`config.mk`:
```
export PLATFORM = sky130hd
export DESIGN_NAME = lcfg_regs
export DESIGN_NICKNAME = d
export VERILOG_FILES = /design/src/lcfg_pkg.sv /design/src/lcfg_strobe_if.sv /design/src/lcfg_regs.sv /design/src/lcfg_strobe_timer.sv
export SDC_FILE = /design/constraint.sdc
export NUM_CORES = 1
export LEC_CHECK = 0
export ABC_AREA = 1
export ABC_CLOCK_PERIOD_IN_PS = 1500
export BUFFER_PORTS_ARGS = -buffer_cell sky130_fd_sc_hd__buf_2
export CAP_MARGIN = 40
export CORE_ASPECT_RATIO = 0.9
export CORE_MARGIN = 2
export CORE_UTILIZATION = 44
export DETAILED_ROUTE_END_ITERATION = 10
export PLACE_DENSITY = 0.77
export RECOVER_POWER = 50
export SLEW_MARGIN = 20
export SYNTH_ARGS = -nofsm -noshare
export SYNTH_HDL_FRONTEND = slang
export SYNTH_SLANG_ARGS = --single-unit
```
`constraint.sdc`:
```
create_clock -name clk -period 1.5 [get_ports clk]
set_clock_uncertainty 0.1 [all_clocks]
set_input_delay 0.3 -clock clk [delete_from_list [all_inputs] [get_ports clk]]
set_output_delay 0.3 -clock clk [all_outputs]
set_load 0.01 [all_outputs]
```
`src/lcfg_pkg.sv`:
```
// Constants and types shared by the configuration register bank
package lcfg_pkg;

    // ==========================================================
    // Register indexes; byte address = bank base + 4 * index
    localparam logic [7:0]  IDX_SMB_BASE_HI  = 8'h60;
    localparam logic [7:0]  IDX_SMB_BASE_LO  = 8'h61;
    localparam logic [7:0]  IDX_XBUS_SEL     = 8'hf0;
    localparam logic [7:0]  IDX_SLOW_CLK     = 8'hf0;
    localparam logic [7:0]  IDX_ROUTE_FIRST  = 8'hf4;
    localparam logic [7:0]  IDX_ROUTE_SECOND = 8'hf5;

    // ==========================================================
    // Logical device banks, selected by paddr[11:10]
    localparam int          BANK_LSB     = 10;
    localparam logic [1:0]  BANK_XBUS    = 2'h0;
    localparam logic [1:0]  BANK_RUNTIME = 2'h1;
    localparam logic [1:0]  BANK_SMB     = 2'h2;

    // ==========================================================
    // Field positions, write masks and reset values
    localparam int          XBUS_MODE_BIT    = 0;
    localparam int          XBUS_WIDTH_LSB   = 2;
    localparam int          XBUS_PROTECT_BIT = 7;
    localparam logic [7:0]  XBUS_WMASK       = 8'h8d;
    localparam int          SLOW_ABSENT_BIT  = 0;
    localparam int          KEY_WAKE_DIS_BIT = 1;
    localparam logic [7:0]  SLOW_WMASK       = 8'h03;
    localparam logic [7:0]  CFG_RESET        = 8'h00;
    localparam logic [15:0] SMB_BASE_MIN     = 16'h0100;
    localparam logic [15:0] SMB_BASE_MAX     = 16'h0ff8;
    localparam int          SLOT_COUNT       = 16;
    localparam logic [3:0]  SLOT_SHARED_SMI  = 4'h2;

    // ==========================================================
    // Strobe widths; least times round up to whole cycles
    localparam int CLK_PERIOD_NS = 100;
    localparam int STROBE_NS_0   = 180;
    localparam int STROBE_NS_1   = 300;
    localparam int STROBE_NS_2   = 420;
    localparam int STROBE_NS_3   = 540;
    localparam logic [2:0] STROBE_CYC_0 =
        3'((STROBE_NS_0 + CLK_PERIOD_NS - 1) / CLK_PERIOD_NS);
    localparam logic [2:0] STROBE_CYC_1 =
        3'((STROBE_NS_1 + CLK_PERIOD_NS - 1) / CLK_PERIOD_NS);
    localparam logic [2:0] STROBE_CYC_2 =
        3'((STROBE_NS_2 + CLK_PERIOD_NS - 1) / CLK_PERIOD_NS);
    localparam logic [2:0] STROBE_CYC_3 =
        3'((STROBE_NS_3 + CLK_PERIOD_NS - 1) / CLK_PERIOD_NS);

    // ==========================================================
    // Enumerations
    typedef enum logic [2:0] {
        SEL_NONE, SEL_SMB_HI, SEL_SMB_LO, SEL_XBUS,
        SEL_SLOW, SEL_ROUTE_FIRST, SEL_ROUTE_SECOND
    } lcfg_reg_sel_type;

    typedef enum logic {ST_IDLE, ST_STROBE} lcfg_strobe_state_type;

endpackage

```
`src/lcfg_strobe_if.sv`:
```
// Link between the register bank and the peripheral strobe timer
interface lcfg_strobe_if;
    logic       req;
    logic [1:0] width_sel;
    logic       strobe;
    logic       wait_sync;

    modport ctrl  (output req, output width_sel,
                   input strobe, input wait_sync);
    modport timer (input req, input width_sel,
                   output strobe, output wait_sync);
endinterface

```
`src/lcfg_regs.sv`:
```
// Logical device configuration register bank behind an APB slave
module lcfg_regs
    import lcfg_pkg::*;
(
    // Clock, standby reset, clock enable
    input  wire logic        clk,
    input  wire logic        reset_n,
    input  wire logic        ce,
    // Further resets, synchronous levels
    input  wire logic        main_power_on_reset,
    input  wire logic        hard_reset,
    input  wire logic        soft_reset,
    // APB slave
    input  wire logic        psel,
    input  wire logic        penable,
    input  wire logic        pwrite,
    input  wire logic [11:0] paddr,
    input  wire logic [31:0] pwdata,
    output logic      [31:0] prdata,
    output logic             pready,
    output logic             pslverr,
    // Peripheral bus
    input  wire logic        pbus_req,
    output logic             pbus_mode,
    output logic             pbus_strobe,
    output logic             pbus_wait,
    // Slow clock and wake-key logic
    output logic             slow_clock_absent,
    output logic             key_wake_enable,
    // Interrupt routing
    input  wire logic        ext_irq_input_a,
    input  wire logic        ext_irq_input_b,
    input  wire logic        ext_irq_input_c,
    input  wire logic        ext_irq_input_d,
    input  wire logic        sys_mgmt_irq_req,
    output logic      [15:0] serirq_slots,
    // Host I/O decode of the management bus controller
    input  wire logic [15:0] io_addr,
    input  wire logic        io_cycle,
    output logic             smbus_hit,
    output logic             smbus_base_valid
);

    typedef struct packed {
        logic        pready;
        logic        pslverr;
        logic [31:0] prdata;
        logic [7:0]  xbus_sel;
        logic [7:0]  slow_clk;
        logic [7:0]  route_first;
        logic [7:0]  route_second;
        logic [3:0]  smb_hi;
        logic [4:0]  smb_lo;
        logic        key_en;
        logic [15:0] slots;
        logic        hit;
        logic        base_valid;
    } lcfg_regs_state_type;

    lcfg_regs_state_type s_reg;
    lcfg_regs_state_type s_next;

    lcfg_strobe_if sif ();

    logic [15:0] slot_calc;
    logic [15:0] base_addr;
    logic        base_ok;
    logic        acc_phase;
    logic        wr_done;
    logic        lock_clear;

    // ==========================================================
    // Address decoding, shared by read and write
    function automatic lcfg_reg_sel_type decode(input logic [11:0] a);
        lcfg_reg_sel_type r;
        logic [1:0] bank;
        logic [7:0] idx;
        bank = a[BANK_LSB +: 2];
        idx  = a[BANK_LSB-1:2];
        r    = SEL_NONE;
        if (a[1:0] != 2'h0) begin
            r = SEL_NONE;
        end else if (bank == BANK_XBUS && idx == IDX_XBUS_SEL) begin
            r = SEL_XBUS;
        end else if (bank == BANK_RUNTIME && idx == IDX_SLOW_CLK) begin
            r = SEL_SLOW;
        end else if (bank == BANK_RUNTIME && idx == IDX_ROUTE_FIRST) begin
            r = SEL_ROUTE_FIRST;
        end else if (bank == BANK_RUNTIME && idx == IDX_ROUTE_SECOND) begin
            r = SEL_ROUTE_SECOND;
        end else if (bank == BANK_SMB && idx == IDX_SMB_BASE_HI) begin
            r = SEL_SMB_HI;
        end else if (bank == BANK_SMB && idx == IDX_SMB_BASE_LO) begin
            r = SEL_SMB_LO;
        end
        return r;
    endfunction

    // One routing nibble: zero leaves the input off every slot
    function automatic logic routes_to(input logic [3:0] nib,
                                       input logic [3:0] slot);
        return (nib != 4'h0) && (nib == slot);
    endfunction

    // ==========================================================
    // Serial interrupt slot mapping
    assign slot_calc[0] = 1'b0;
    for (genvar n = 1; n < SLOT_COUNT; n++) begin : g_slot
        localparam logic [3:0] SLOT = 4'(n);
        assign slot_calc[n] =
            (routes_to(s_reg.route_first[3:0], SLOT) && ext_irq_input_a) ||
            (routes_to(s_reg.route_first[7:4], SLOT) && ext_irq_input_b) ||
            (routes_to(s_reg.route_second[3:0], SLOT) && ext_irq_input_c) ||
            (routes_to(s_reg.route_second[7:4], SLOT) && ext_irq_input_d) ||
            (SLOT == SLOT_SHARED_SMI && sys_mgmt_irq_req);
    end

    // Slot 2 is an OR of the management request and any routed input;
    // software must silence the management source before reusing it.

    // ==========================================================
    // Management bus controller base address
    assign base_addr = {4'h0, s_reg.smb_hi, s_reg.smb_lo, 3'h0};
    assign base_ok   = (base_addr >= SMB_BASE_MIN) &&
                       (base_addr <= SMB_BASE_MAX);

    // ==========================================================
    // APB handshake: one wait cycle, so prdata comes from a flop
    assign acc_phase  = psel && penable;
    assign wr_done    = acc_phase && s_reg.pready && pwrite;
    assign lock_clear = main_power_on_reset || hard_reset;

    // ==========================================================
    // Next state
    always_comb begin
        lcfg_reg_sel_type sel;
        logic [7:0] rd;
        sel    = decode(paddr);
        rd     = 8'h00;
        s_next = s_reg;

        s_next.pready  = acc_phase && !s_reg.pready;
        s_next.pslverr = acc_phase && !s_reg.pready && sel == SEL_NONE;

        case (sel)
            SEL_XBUS:         rd = s_reg.xbus_sel;
            SEL_SLOW:         rd = s_reg.slow_clk;
            SEL_ROUTE_FIRST:  rd = s_reg.route_first;
            SEL_ROUTE_SECOND: rd = s_reg.route_second;
            SEL_SMB_HI:       rd = {4'h0, s_reg.smb_hi};
            SEL_SMB_LO:       rd = {s_reg.smb_lo, 3'h0};
            default:          rd = 8'h00;
        endcase
        s_next.prdata = (acc_phase && !s_reg.pready && !pwrite) ?
                        {24'h0, rd} : 32'h0;

        if (wr_done) begin
            case (sel)
                SEL_XBUS: begin
                    if (!s_reg.xbus_sel[XBUS_PROTECT_BIT]) begin
                        s_next.xbus_sel = pwdata[7:0] & XBUS_WMASK;
                    end
                end
                SEL_SLOW: begin
                    s_next.slow_clk = pwdata[7:0] & SLOW_WMASK;
                end
                SEL_ROUTE_FIRST: begin
                    s_next.route_first = pwdata[7:0];
                end
                SEL_ROUTE_SECOND: begin
                    s_next.route_second = pwdata[7:0];
                end
                SEL_SMB_HI: begin
                    s_next.smb_hi = pwdata[3:0];
                end
                SEL_SMB_LO: begin
                    s_next.smb_lo = pwdata[7:3];
                end
                default: begin
                end
            endcase
        end

        // Later resets; the standby reset is the asynchronous one
        if (lock_clear) begin
            s_next.xbus_sel[XBUS_PROTECT_BIT] = 1'b0;
        end
        if (lock_clear || soft_reset) begin
            s_next.smb_hi = 4'h0;
            s_next.smb_lo = 5'h00;
        end

        s_next.key_en = !s_next.slow_clk[KEY_WAKE_DIS_BIT];
        s_next.slots  = slot_calc;
        s_next.base_valid = base_ok;
        // A base out of range never matches, so such cycles are ignored
        s_next.hit = io_cycle && base_ok &&
                     io_addr[15:3] == base_addr[15:3];
    end

    always_ff @(posedge clk or negedge reset_n) begin
        if (!reset_n) begin
            s_reg <= '{pready: 1'b0, pslverr: 1'b0, prdata: 32'h0,
                       xbus_sel: CFG_RESET, slow_clk: CFG_RESET,
                       route_first: CFG_RESET, route_second: CFG_RESET,
                       smb_hi: 4'h0, smb_lo: 5'h00, key_en: 1'b1,
                       slots: 16'h0000, hit: 1'b0, base_valid: 1'b0};
        end else if (ce) begin
            s_reg <= s_next;
        end
    end

    // ==========================================================
    // Strobe timer
    assign sif.req       = pbus_req && !sif.strobe;
    assign sif.width_sel = s_reg.xbus_sel[XBUS_WIDTH_LSB +: 2];

    lcfg_strobe_timer u_timer (
        .clk     (clk),
        .reset_n (reset_n),
        .ce      (ce),
        .sif     (sif.timer)
    );

    // ==========================================================
    // Outputs
    assign prdata            = s_reg.prdata;
    assign pready            = s_reg.pready;
    assign pslverr           = s_reg.pslverr;
    assign pbus_mode         = s_reg.xbus_sel[XBUS_MODE_BIT];
    assign pbus_strobe       = sif.strobe;
    assign pbus_wait         = sif.wait_sync;
    assign slow_clock_absent = s_reg.slow_clk[SLOW_ABSENT_BIT];
    assign key_wake_enable   = s_reg.key_en;
    assign serirq_slots      = s_reg.slots;
    assign smbus_hit         = s_reg.hit;
    assign smbus_base_valid  = s_reg.base_valid;

    // ==========================================================
    // Checks
    property p_lock_write;
        @(posedge clk) disable iff (!reset_n)
        ce && wr_done && decode(paddr) == SEL_XBUS &&
        s_reg.xbus_sel[XBUS_PROTECT_BIT] && !lock_clear
            |=> $stable(s_reg.xbus_sel);
    endproperty
    a_lock_write: assert property (p_lock_write)
        else $error("locked selection register changed");

    property p_lock_sticky;
        @(posedge clk) disable iff (!reset_n)
        s_reg.xbus_sel[XBUS_PROTECT_BIT] && !lock_clear
            |=> s_reg.xbus_sel[XBUS_PROTECT_BIT];
    endproperty
    a_lock_sticky: assert property (p_lock_sticky)
        else $error("lock bit cleared without reset");

    property p_mode_write;
        @(posedge clk) disable iff (!reset_n)
        ce && wr_done && decode(paddr) == SEL_XBUS &&
        !s_reg.xbus_sel[XBUS_PROTECT_BIT]
            |=> pbus_mode == $past(pwdata[0]);
    endproperty
    a_mode_write: assert property (p_mode_write)
        else $error("bus mode not taken from bit 0");

    property p_key_gate;
        @(posedge clk) disable iff (!reset_n)
        ce && wr_done && decode(paddr) == SEL_SLOW
            |=> key_wake_enable == !$past(pwdata[1]);
    endproperty
    a_key_gate: assert property (p_key_gate)
        else $error("wake-key enable does not follow bit 1");

    property p_route_a;
        @(posedge clk) disable iff (!reset_n)
        ce && ext_irq_input_a && s_reg.route_first[3:0] == 4'h5
            |=> serirq_slots[5];
    endproperty
    a_route_a: assert property (p_route_a)
        else $error("input A not on slot 5");

    property p_route_d14;
        @(posedge clk) disable iff (!reset_n)
        ce && ext_irq_input_d && s_reg.route_second[7:4] == 4'he
            |=> serirq_slots[14];
    endproperty
    a_route_d14: assert property (p_route_d14)
        else $error("input D not on slot 14");

    property p_slot_zero;
        @(posedge clk) disable iff (!reset_n)
        !serirq_slots[0];
    endproperty
    a_slot_zero: assert property (p_slot_zero)
        else $error("slot 0 driven");

    property p_bad_base;
        @(posedge clk) disable iff (!reset_n)
        ce && !base_ok |=> !smbus_hit;
    endproperty
    a_bad_base: assert property (p_bad_base)
        else $error("hit on out-of-range base");

    property p_high_bits;
        @(posedge clk) disable iff (!reset_n)
        ce && io_cycle && io_addr[15:12] != 4'h0 |=> !smbus_hit;
    endproperty
    a_high_bits: assert property (p_high_bits)
        else $error("hit with upper address bits set");

    property p_low_zero;
        @(posedge clk) disable iff (!reset_n)
        pready && !pwrite && decode(paddr) == SEL_SMB_LO
            |-> prdata[2:0] == 3'h0;
    endproperty
    a_low_zero: assert property (p_low_zero)
        else $error("fixed base bits read nonzero");

endmodule

```
`src/lcfg_strobe_timer.sv`:
```
// Peripheral bus read/write strobe timer with host wait insertion
module lcfg_strobe_timer
    import lcfg_pkg::*;
(
    // Clock, reset, enable
    input wire logic      clk,
    input wire logic      reset_n,
    input wire logic      ce,
    // Link to the register bank
    lcfg_strobe_if.timer  sif
);

    typedef struct packed {
        lcfg_strobe_state_type state;
        logic [2:0]            count;
        logic [1:0]            sel;
        logic                  strobe;
        logic                  wait_sync;
    } lcfg_timer_state_type;

    lcfg_timer_state_type s_reg;
    lcfg_timer_state_type s_next;

    function automatic logic [2:0] width_cycles(input logic [1:0] w);
        logic [2:0] c;
        c = STROBE_CYC_0;
        if (w == 2'h3) begin
            c = STROBE_CYC_3;
        end else if (w == 2'h2) begin
            c = STROBE_CYC_2;
        end else if (w == 2'h1) begin
            c = STROBE_CYC_1;
        end
        return c;
    endfunction

    // ==========================================================
    // Strobe sequencing
    always_comb begin
        s_next = s_reg;
        case (s_reg.state)
            ST_IDLE: begin
                if (sif.req) begin
                    s_next.state     = ST_STROBE;
                    s_next.sel       = sif.width_sel;
                    s_next.count     = width_cycles(sif.width_sel);
                    s_next.strobe    = 1'b1;
                    s_next.wait_sync = 1'b1;
                end
            end
            ST_STROBE: begin
                s_next.count = s_reg.count - 3'h1;
                if (s_reg.count == 3'h1) begin
                    s_next.state     = ST_IDLE;
                    s_next.strobe    = 1'b0;
                    s_next.wait_sync = 1'b0;
                end
            end
            default: begin
                s_next.state = ST_IDLE;
            end
        endcase
    end

    always_ff @(posedge clk or negedge reset_n) begin
        if (!reset_n) begin
            s_reg <= '{ST_IDLE, 3'h0, 2'h0, 1'b0, 1'b0};
        end else if (ce) begin
            s_reg <= s_next;
        end
    end

    assign sif.strobe    = s_reg.strobe;
    assign sif.wait_sync = s_reg.wait_sync;

    // ==========================================================
    // Checks
    property p_width_540;
        @(posedge clk) disable iff (!reset_n || !ce)
        $rose(s_reg.strobe) && s_reg.sel == 2'h3
            |-> s_reg.strobe [*6] ##1 !s_reg.strobe;
    endproperty
    a_width_540: assert property (p_width_540)
        else $error("strobe not six cycles at widest setting");

    property p_width_180;
        @(posedge clk) disable iff (!reset_n || !ce)
        $rose(s_reg.strobe) && s_reg.sel == 2'h0
            |-> s_reg.strobe [*2] ##1 !s_reg.strobe;
    endproperty
    a_width_180: assert property (p_width_180)
        else $error("strobe not two cycles at default setting");

    property p_wait_cover;
        @(posedge clk) disable iff (!reset_n)
        s_reg.strobe |-> s_reg.wait_sync;
    endproperty
    a_wait_cover: assert property (p_wait_cover)
        else $error("host cycle released before strobe end");

endmodule

```
==> key figures, run 1 <==
Synth
  • Yosys top cell by area: dfrtp_1
  • Synthesized area: 4450 sq um
  • Top cells by area, synth: dfrtp_1, nand2_1, buf_4
  • Most used DFF post-synth: dfrtp_1
  • Yosys top cell area share: 0.354
  • Post-Syn Instances: 591
  • Seq/Total Area, Yosys: 0.360
  • Post-synth cell types: 46
  • Synth Area per Inst: 7.53 sq um
  • Synth warnings: 0
  • Post-synth EDFFs: 0
  • Flops & latches, synth: 64
  • Fraction of registers with async set/reset: 1.00

Clocking
  • H-tree level count: 3
  • Clock Pin Slew Worst Setup and Hold Paths: 70 ps
  • Clock tree sinks: 64
  • CTS Buffer Depth: 2
  • Worst skew pair latency: 360 ps
  • CTS root buf: clkbuf_8
  • Number of CTS-inserted buffers: 9
  • TritonCTS clock tree: yes

STA
  • Fmax: 504 MHz
  • Worst slew margin: 0.374
  • RSZ-0062 raised after global routing: true
  • Endpoints failing setup: 41
  • Pins Over Slew Limit: 0
  • Final WS setup: -483 ps
  • Fin crit share: 1.32
  • Final Hold Vio Count: 0
  • Worst Max-Slew Pin Slew: 939 ps
  • Fin crit period: 1980 ps
  • TNS Setup: -13290 ps

Drt
  • Detailed Route Iter0 Violations: 471
  • Detailed-route vias per instance: 5.48
  • Routed Antenna Nets: 0
  • TritonRoute pass-1 iters: 5
  • Post-route DRC violation count: 0
  • Vias: 4643
  • Avg WL per Cell: 16.5 um
  • Wirelength, routed: 14.0 mm

Die
  • Chip width: 110 um
  • Core Rows: 34
  • Height of the die: 99.4 um
  • Initial Util: 0.457
  • Full die area: 10900 sq um
  • Ports: 133
  • Core area: 9740 sq um

Worst hold path
  • Hold Path End: serirq_slots[2]
  • Hold Path Cell Cnt: 3
  • Hold Crit Class: input pin to flop
  • Worst hold start: sys_mgmt_irq_req

Power
  • Power per cell area: 723 nW/um^2
  • Peak VDD IR: 387 uV
  • Tot Pwr: 4.25 mW
  • Pleak: 3.03 nW

GRT
  • Initial antenna violation count: 0
  • Vias in the first global route: 4275
  • GR Util All Layers: 0.254
  • Top Usage Layer GRT: met2
  • First-pass GRT wire length: 21.4 mm
  • GR Util met2: 0.393
  • Met1 usage: 0.352
  • Largest net degree at the start of global routing: 38
  • GR Util met3: 0.0577
  • Congestion Overflow GR: 0

Critical path
  • Critical path type: input pin to flop
  • R2r setup slk: -120 ps
  • Crit start category: input pin
  • Endpoint class of the critical path: flop
  • Worst path required time: 1650 ps
  • RR Endpoint: base_addr[9]
  • Worst Path Max Fanout: 5
  • R2R depth: 5
  • Critical path arrival: 2130 ps
  • RR Startpoint: pready

Finish
  • Final instance area: 5870 sq um
  • Commonest non-fill, non-tap cell in the layout: nand2_1
  • Diodes inserted: 0
  • Non-filler cells, final: 847
  • Synth-to-Final Area Change: 31.9%
  • Most frequent cells in the layout: nand2_1, buf_2, inv_1
  • Register area: 1610 sq um
  • Multi-input gate area: 2610 sq um
  • Final Net Count: 798
  • Fillers: 809
  • Largest register FFs: 20
  • Share of layout cells above drive strength 1: 0.393
  • Finished Core Util: 0.603

Flow run
  • Max cap viols: 0

Placement
  • Routability-driven placement congestion ratio: 0.959
  • Port Buf Inserts: 80
  • Post-DP HPWL: 10.1 mm
  • Placed insts: 821
  • Area after DPL: 5220 sq um

Status
  • Failing checks: setup timing
  • Outcome: complete, but fails checks
==> metal layers <==
layer | vias up | wire [um]
met4 | 0 | 381
li1 | 2135 | -
met1 | 2202 | 5790
met3 | 48 | 1280
met5 | - | 0
met2 | 258 | 6510
==> cells by family after synthesis <==
| logic type | Yosys count | share of synthesized area |
|---|---|---|
| fa+ha+maj | 6 | 0.0169 |
| simple gates | 277 | 0.300 |
| compound gates | 103 | 0.154 |
| flops | 64 | 0.360 |
| buf+inv | 135 | 0.158 |
| other cells | 1 | 0.000842 |
| xor+xnor | 5 | 0.00983 |
==> power breakdown <==
| group | leakage [nW] | internal [mW] | switching [mW] |
|---|---|---|---|
| combinational | 2.07 | 0.323 | 0.496 |
| sequential | 0.860 | 1.82 | 0.0602 |
| clock | 0.0993 | 0.810 | 0.737 |
==> worst max-delay path, cell delays in order <==
cell and delay [ps]:
buf_4 140, inv_4 70, nand2_4 50, o41ai_4 300, o211ai_1 170, a21oi_2 210
inv_2 60, ha_4 190, inv_6 80, nor2_8 50, nand2_2 60, nand2_1 40
nor2_1 110, nand3_1 110, nand2_1 110, nand2_1 60
==> Yosys cell counts, types with 3 or more instances <==
cell,count
o21ai_2,16
nand2_2,9
o22ai_1,15
clkbuf_1,5
xnor2_1,4
nand2_4,4
nor2_2,3
nor2_1,48
nand4_1,13
nand3_2,3
inv_1,72
a221oi_1,5
nand2_1,143
or2_2,3
ha_1,6
buf_4,49
dfrtp_1,63
nand3_1,32
o21ai_0,30
a31oi_1,10
inv_2,6
nor3_1,8
nor2_8,4
a21oi_1,11
==> stage by stage <==
step,setup WS (ps),hold slack (ps)
final,-483,139
after global routing,-540,152
after CTS,-354,140
after detailed placement,-863,139
after global placement,-756,135
after floorplan,-468,-95.6
==> area by class of cell <==
class,instances,area share
clock buffers,11,0.0241
clock inverters,5,0.00959
inverters,78,0.0571
multi-input cells,418,0.445
flip-flops and latches,64,0.273
well taps,126,0.0268
repair buffers,145,0.164
==> worst max-delay path by stage <==
stage	from	slack, ps	endpoint
final	paddr[10]	-480	prdata[0]
after global placement	paddr[6]	-760	base_addr[6]
after global routing	paddr[10]	-540	base_addr[4]
after CTS	paddr[4]	-350	prdata[0]
after detailed placement	paddr[6]	-860	base_addr[7]
after floorplan	paddr[6]	-470	s_reg[33]
==> what timing repair did <==
item,CTS,global route
hold endpoints to repair,12,0
endpoints found under the setup margin,42,51
pin swaps,15,27
hold buffers,1,0
gates cloned,1,1
gates resized for setup,30,73
setup buffers,3,4
Note: power is estimated with default switching activity, not from simulation.
==> run 2, diff against run 1 <==
--- a/config.mk
+++ b/config.mk
@@ -6,14 +6,14 @@
 export NUM_CORES = 1
 export LEC_CHECK = 0
 export ABC_AREA = 1
-export ABC_CLOCK_PERIOD_IN_PS = 1500
+export ABC_CLOCK_PERIOD_IN_PS = 1640
 export BUFFER_PORTS_ARGS = -buffer_cell sky130_fd_sc_hd__buf_2
 export CAP_MARGIN = 40
 export CORE_ASPECT_RATIO = 0.9
 export CORE_MARGIN = 2
 export CORE_UTILIZATION = 44
 export DETAILED_ROUTE_END_ITERATION = 10
-export PLACE_DENSITY = 0.77
+export PLACE_DENSITY = 0.8
 export RECOVER_POWER = 50
 export SLEW_MARGIN = 20
 export SYNTH_ARGS = -nofsm -noshare
==> constraint.sdc (replaced) <==
create_clock -name clk -period 1.64 [get_ports clk]
set_clock_uncertainty 0.1 [all_clocks]
set_input_delay 0.328 -clock clk [delete_from_list [all_inputs] [get_ports clk]]
set_output_delay 0.328 -clock clk [all_outputs]
set_load 0.01 [all_outputs]
==> run 2 against run 1 <==
  * The run still ends with setup timing left
  * Non-clock buffer count shrank 13
  * Critical path type unchanged
  * Final cell count is 1.4% lower
  * Worst hold slack gained 51 ps
==> key figures, run 2 (synthesized netlist as in run 1, its figures left out) <==
GRT
  • Vias in the first global route: 4325 (+1.2%)
  • Congestion Overflow GR: 0 (unchanged)
  • GR Util All Layers: 0.254 (about the same)
  • Initial antenna violation count: 0 (unchanged)
  • Largest net degree at the start of global routing: 35 (-7.9%)
  • First-pass GRT wire length: 21.4 mm (about the same)

Clocking
  • H-tree level count: 3 (unchanged)
  • CTS root buf: clkbuf_8
  • Clock Pin Slew Worst Setup and Hold Paths: 70 ps (about the same)
  • CTS Buffer Depth: 2 (unchanged)
  • Number of CTS-inserted buffers: 9 (unchanged)
  • Worst skew pair latency: 330 ps (-30 ps)
  • Clock tree sinks: 64 (unchanged)
  • TritonCTS clock tree: yes

Power
  • Peak VDD IR: 411 uV (+6.2%)
  • Power Internal: 2.79 mW (-5.6%)
  • Net Sw Frac: 0.285 (-0.0192)
  • P_sw: 1.11 mW (-14%)
  • Tot Pwr: 3.90 mW (-8.2%)
  • Power per cell area: 681 nW/um^2 (-5.8%)
  • Gate power share: 0.193 (about the same)
  • Clock share of power: 0.364 (about the same)
  • Pleak: 3.00 nW (-1.1%)
  • Seq pwr share: 0.442 (about the same)

Critical path
  • Worst path required time: 1770 ps (+120 ps)
  • R2R depth: 5 (unchanged)
  • Cell repeated most along the worst path: nand2_1
  • RR Startpoint: pready
  • Crit. Startpoint: paddr[4]
  • Critical path type: input pin to flop
  • Stages on worst setup path: 17 (+1)
  • Worst Path Max Fanout: 4 (-1)
  • RR Endpoint: base_addr[8]
  • R2r setup slk: -50 ps (+70 ps)
  • Endpoint class of the critical path: flop
  • CP max-delay cell: o41ai_4
  • Crit start category: input pin
  • CP cell instances: buf_8, inv_6, nand2_4, o41ai_4, o211ai_1, a21oi_1, inv_1, ha_4, clkinv_4, buf_6, nor2_4, nand2_1, nand2_1, nor2_1, nand2_1, nand2_1, nand2_1
  • CP Capture Point: prdata[3]
  • Kind of cell adding the most delay to the critical path: compound AO/OA/AOI/OAI gates
  • Worst Path Buf+Inv: 5 (+1)
  • Max stage delay on crit path: 370 ps (+70 ps)
  • Critical path arrival: 2360 ps (+230 ps)

Worst hold path
  • Hold Path Cell Cnt: 3 (unchanged)
  • Hold Crit Class: input pin to flop

Die
  • Ports: 133 (unchanged)
  • Core Rows: 34 (unchanged)
  • Initial Util: 0.457 (unchanged)
  • Core area: 9740 sq um (unchanged)
  • Height of the die: 99.4 um (unchanged)
  • Full die area: 10900 sq um (unchanged)
  • Chip width: 110 um (unchanged)

Flow run
  • Max cap viols: 0 (unchanged)

Drt
  • Vias: 4670 (+0.58%)
  • TritonRoute pass-1 iters: 8 (+3)
  • Total length of routed met2 wires: 6.69 mm (+2.7%)
  • Met1 wire length: 5.82 mm (+0.60%)
  • Met3 wire len: 1.50 mm (+17%)
  • DR top layer: met4
  • Detailed Route Iter0 Violations: 412 (-13%)
  • Routed Antenna Nets: 0 (unchanged)
  • Wirelength, routed: 14.6 mm (+4.4%)
  • Post-route DRC violation count: 0 (unchanged)
  • Detailed-route vias per instance: 5.59 (+2.0%)
  • Avg WL per Cell: 17.5 um (+5.9%)

Placement
  • Post-DP HPWL: 10.0 mm (-0.21%)
  • Port Buf Inserts: 80 (unchanged)
  • Routability-driven placement congestion ratio: 0.973 (+1.5%)
  • Area after DPL: 5080 sq um (-2.6%)

STA
  • Worst hold margin: 190 ps (+51.3 ps)
  • Fmax: 447 MHz
  • Worst Max-Slew Pin Slew: 1020 ps (+84.1 ps)
  • Fin crit share: 1.36
  • Endpoints failing setup: 36 (-12%)
  • Final WS setup: -598 ps (-115 ps)
  • RSZ-0062 raised after global routing: true
  • Worst slew margin: 0.318 (-0.0561)
  • Final Hold Vio Count: 0 (unchanged)
  • Pins Over Slew Limit: 0 (unchanged)
  • Fin crit period: 2240 ps

Finish
  • Finished Core Util: 0.588 (-0.0150)
  • Synth-to-Final Area Change: 28.6%
  • Largest register FFs: 20 (unchanged)
  • Final Net Count: 786 (-1.5%)
  • Commonest non-fill, non-tap cell in the layout: nand2_1
  • Most frequent cells in the layout: nand2_1, buf_2, inv_1
  • Final instance area: 5730 sq um (-2.5%)
  • Diodes inserted: 0 (unchanged)
  • Share of layout cells above drive strength 1: 0.355 (-0.0371)

Status
  • Outcome: complete, but fails checks
  • Failing checks: setup timing
==> run 2: routing by layer <==
layer  vias to the layer above  track usage
li1                       2107            -
met1                      2181        0.351
met2                       314        0.400
met3                        68       0.0544
met4                         0       0.0769
met5                         -            0
==> run 2: worst reg2reg max path: cells and delay by family, from the launching register on <==
family | cells | cell delay [ps]
AOI/OAI and AO/OA | 1 | 230
buffers and inverters | 1 | 180
DFF | 1 | 390
and+or+nand+nor | 3 | 710
==> run 2: what timing repair did <==
item                                    in CTS  in global routing
hold buffers                                 1                  0
endpoints found under the setup margin      38                 43
pin swaps                                   15                 24
resized for setup                           35                 49
buffers inserted                             5                  6
hold endpoints to repair                    14                  0
gates cloned                                 1                  2
==> run 2: metrics by stage <==
step	instances	setup TNS [ps]	setup slack, ps
after floorplan	615	-9080	-356
after global placement	804	-22180	-670
after detailed placement	804	-24090	-707
after CTS	827	-6200	-250
after global routing	835	-19790	-712
final	835	-14280	-598
==> run 2: layout make-up <==
cell class,instances,area [sq um]
repair buffers,132,888
clock inverters,3,40.0
flip-flops and latches,64,1600
clock buffers,13,169
fillers,848,4020
well taps,126,158
multi-input cells,419,2530
inverters,78,335
==> run 2: worst min-delay path by stage <==
stage | start | slack, ps | to
floorplan | reset_n | -70 | base_addr[10]
global placement | reset_n | 180 | u_timer.sif.wait_sync
detailed placement | reset_n | 190 | u_timer.s_reg[7]
CTS | sys_mgmt_irq_req | 180 | serirq_slots[2]
global route | sys_mgmt_irq_req | 180 | serirq_slots[2]
finish | sys_mgmt_irq_req | 190 | serirq_slots[2]
==> run 2: power by group through the flow <==
stage / Sequential (mW) / Combinational, mW / Clock [mW]
floorplan: 1.75 / 0.458 / 0
global placement: 1.74 / 0.651 / 0
detailed placement: 1.75 / 0.688 / 0
CTS: 1.72 / 0.716 / 1.44
global route: 1.74 / 0.838 / 1.51
finish: 1.73 / 0.754 / 1.42
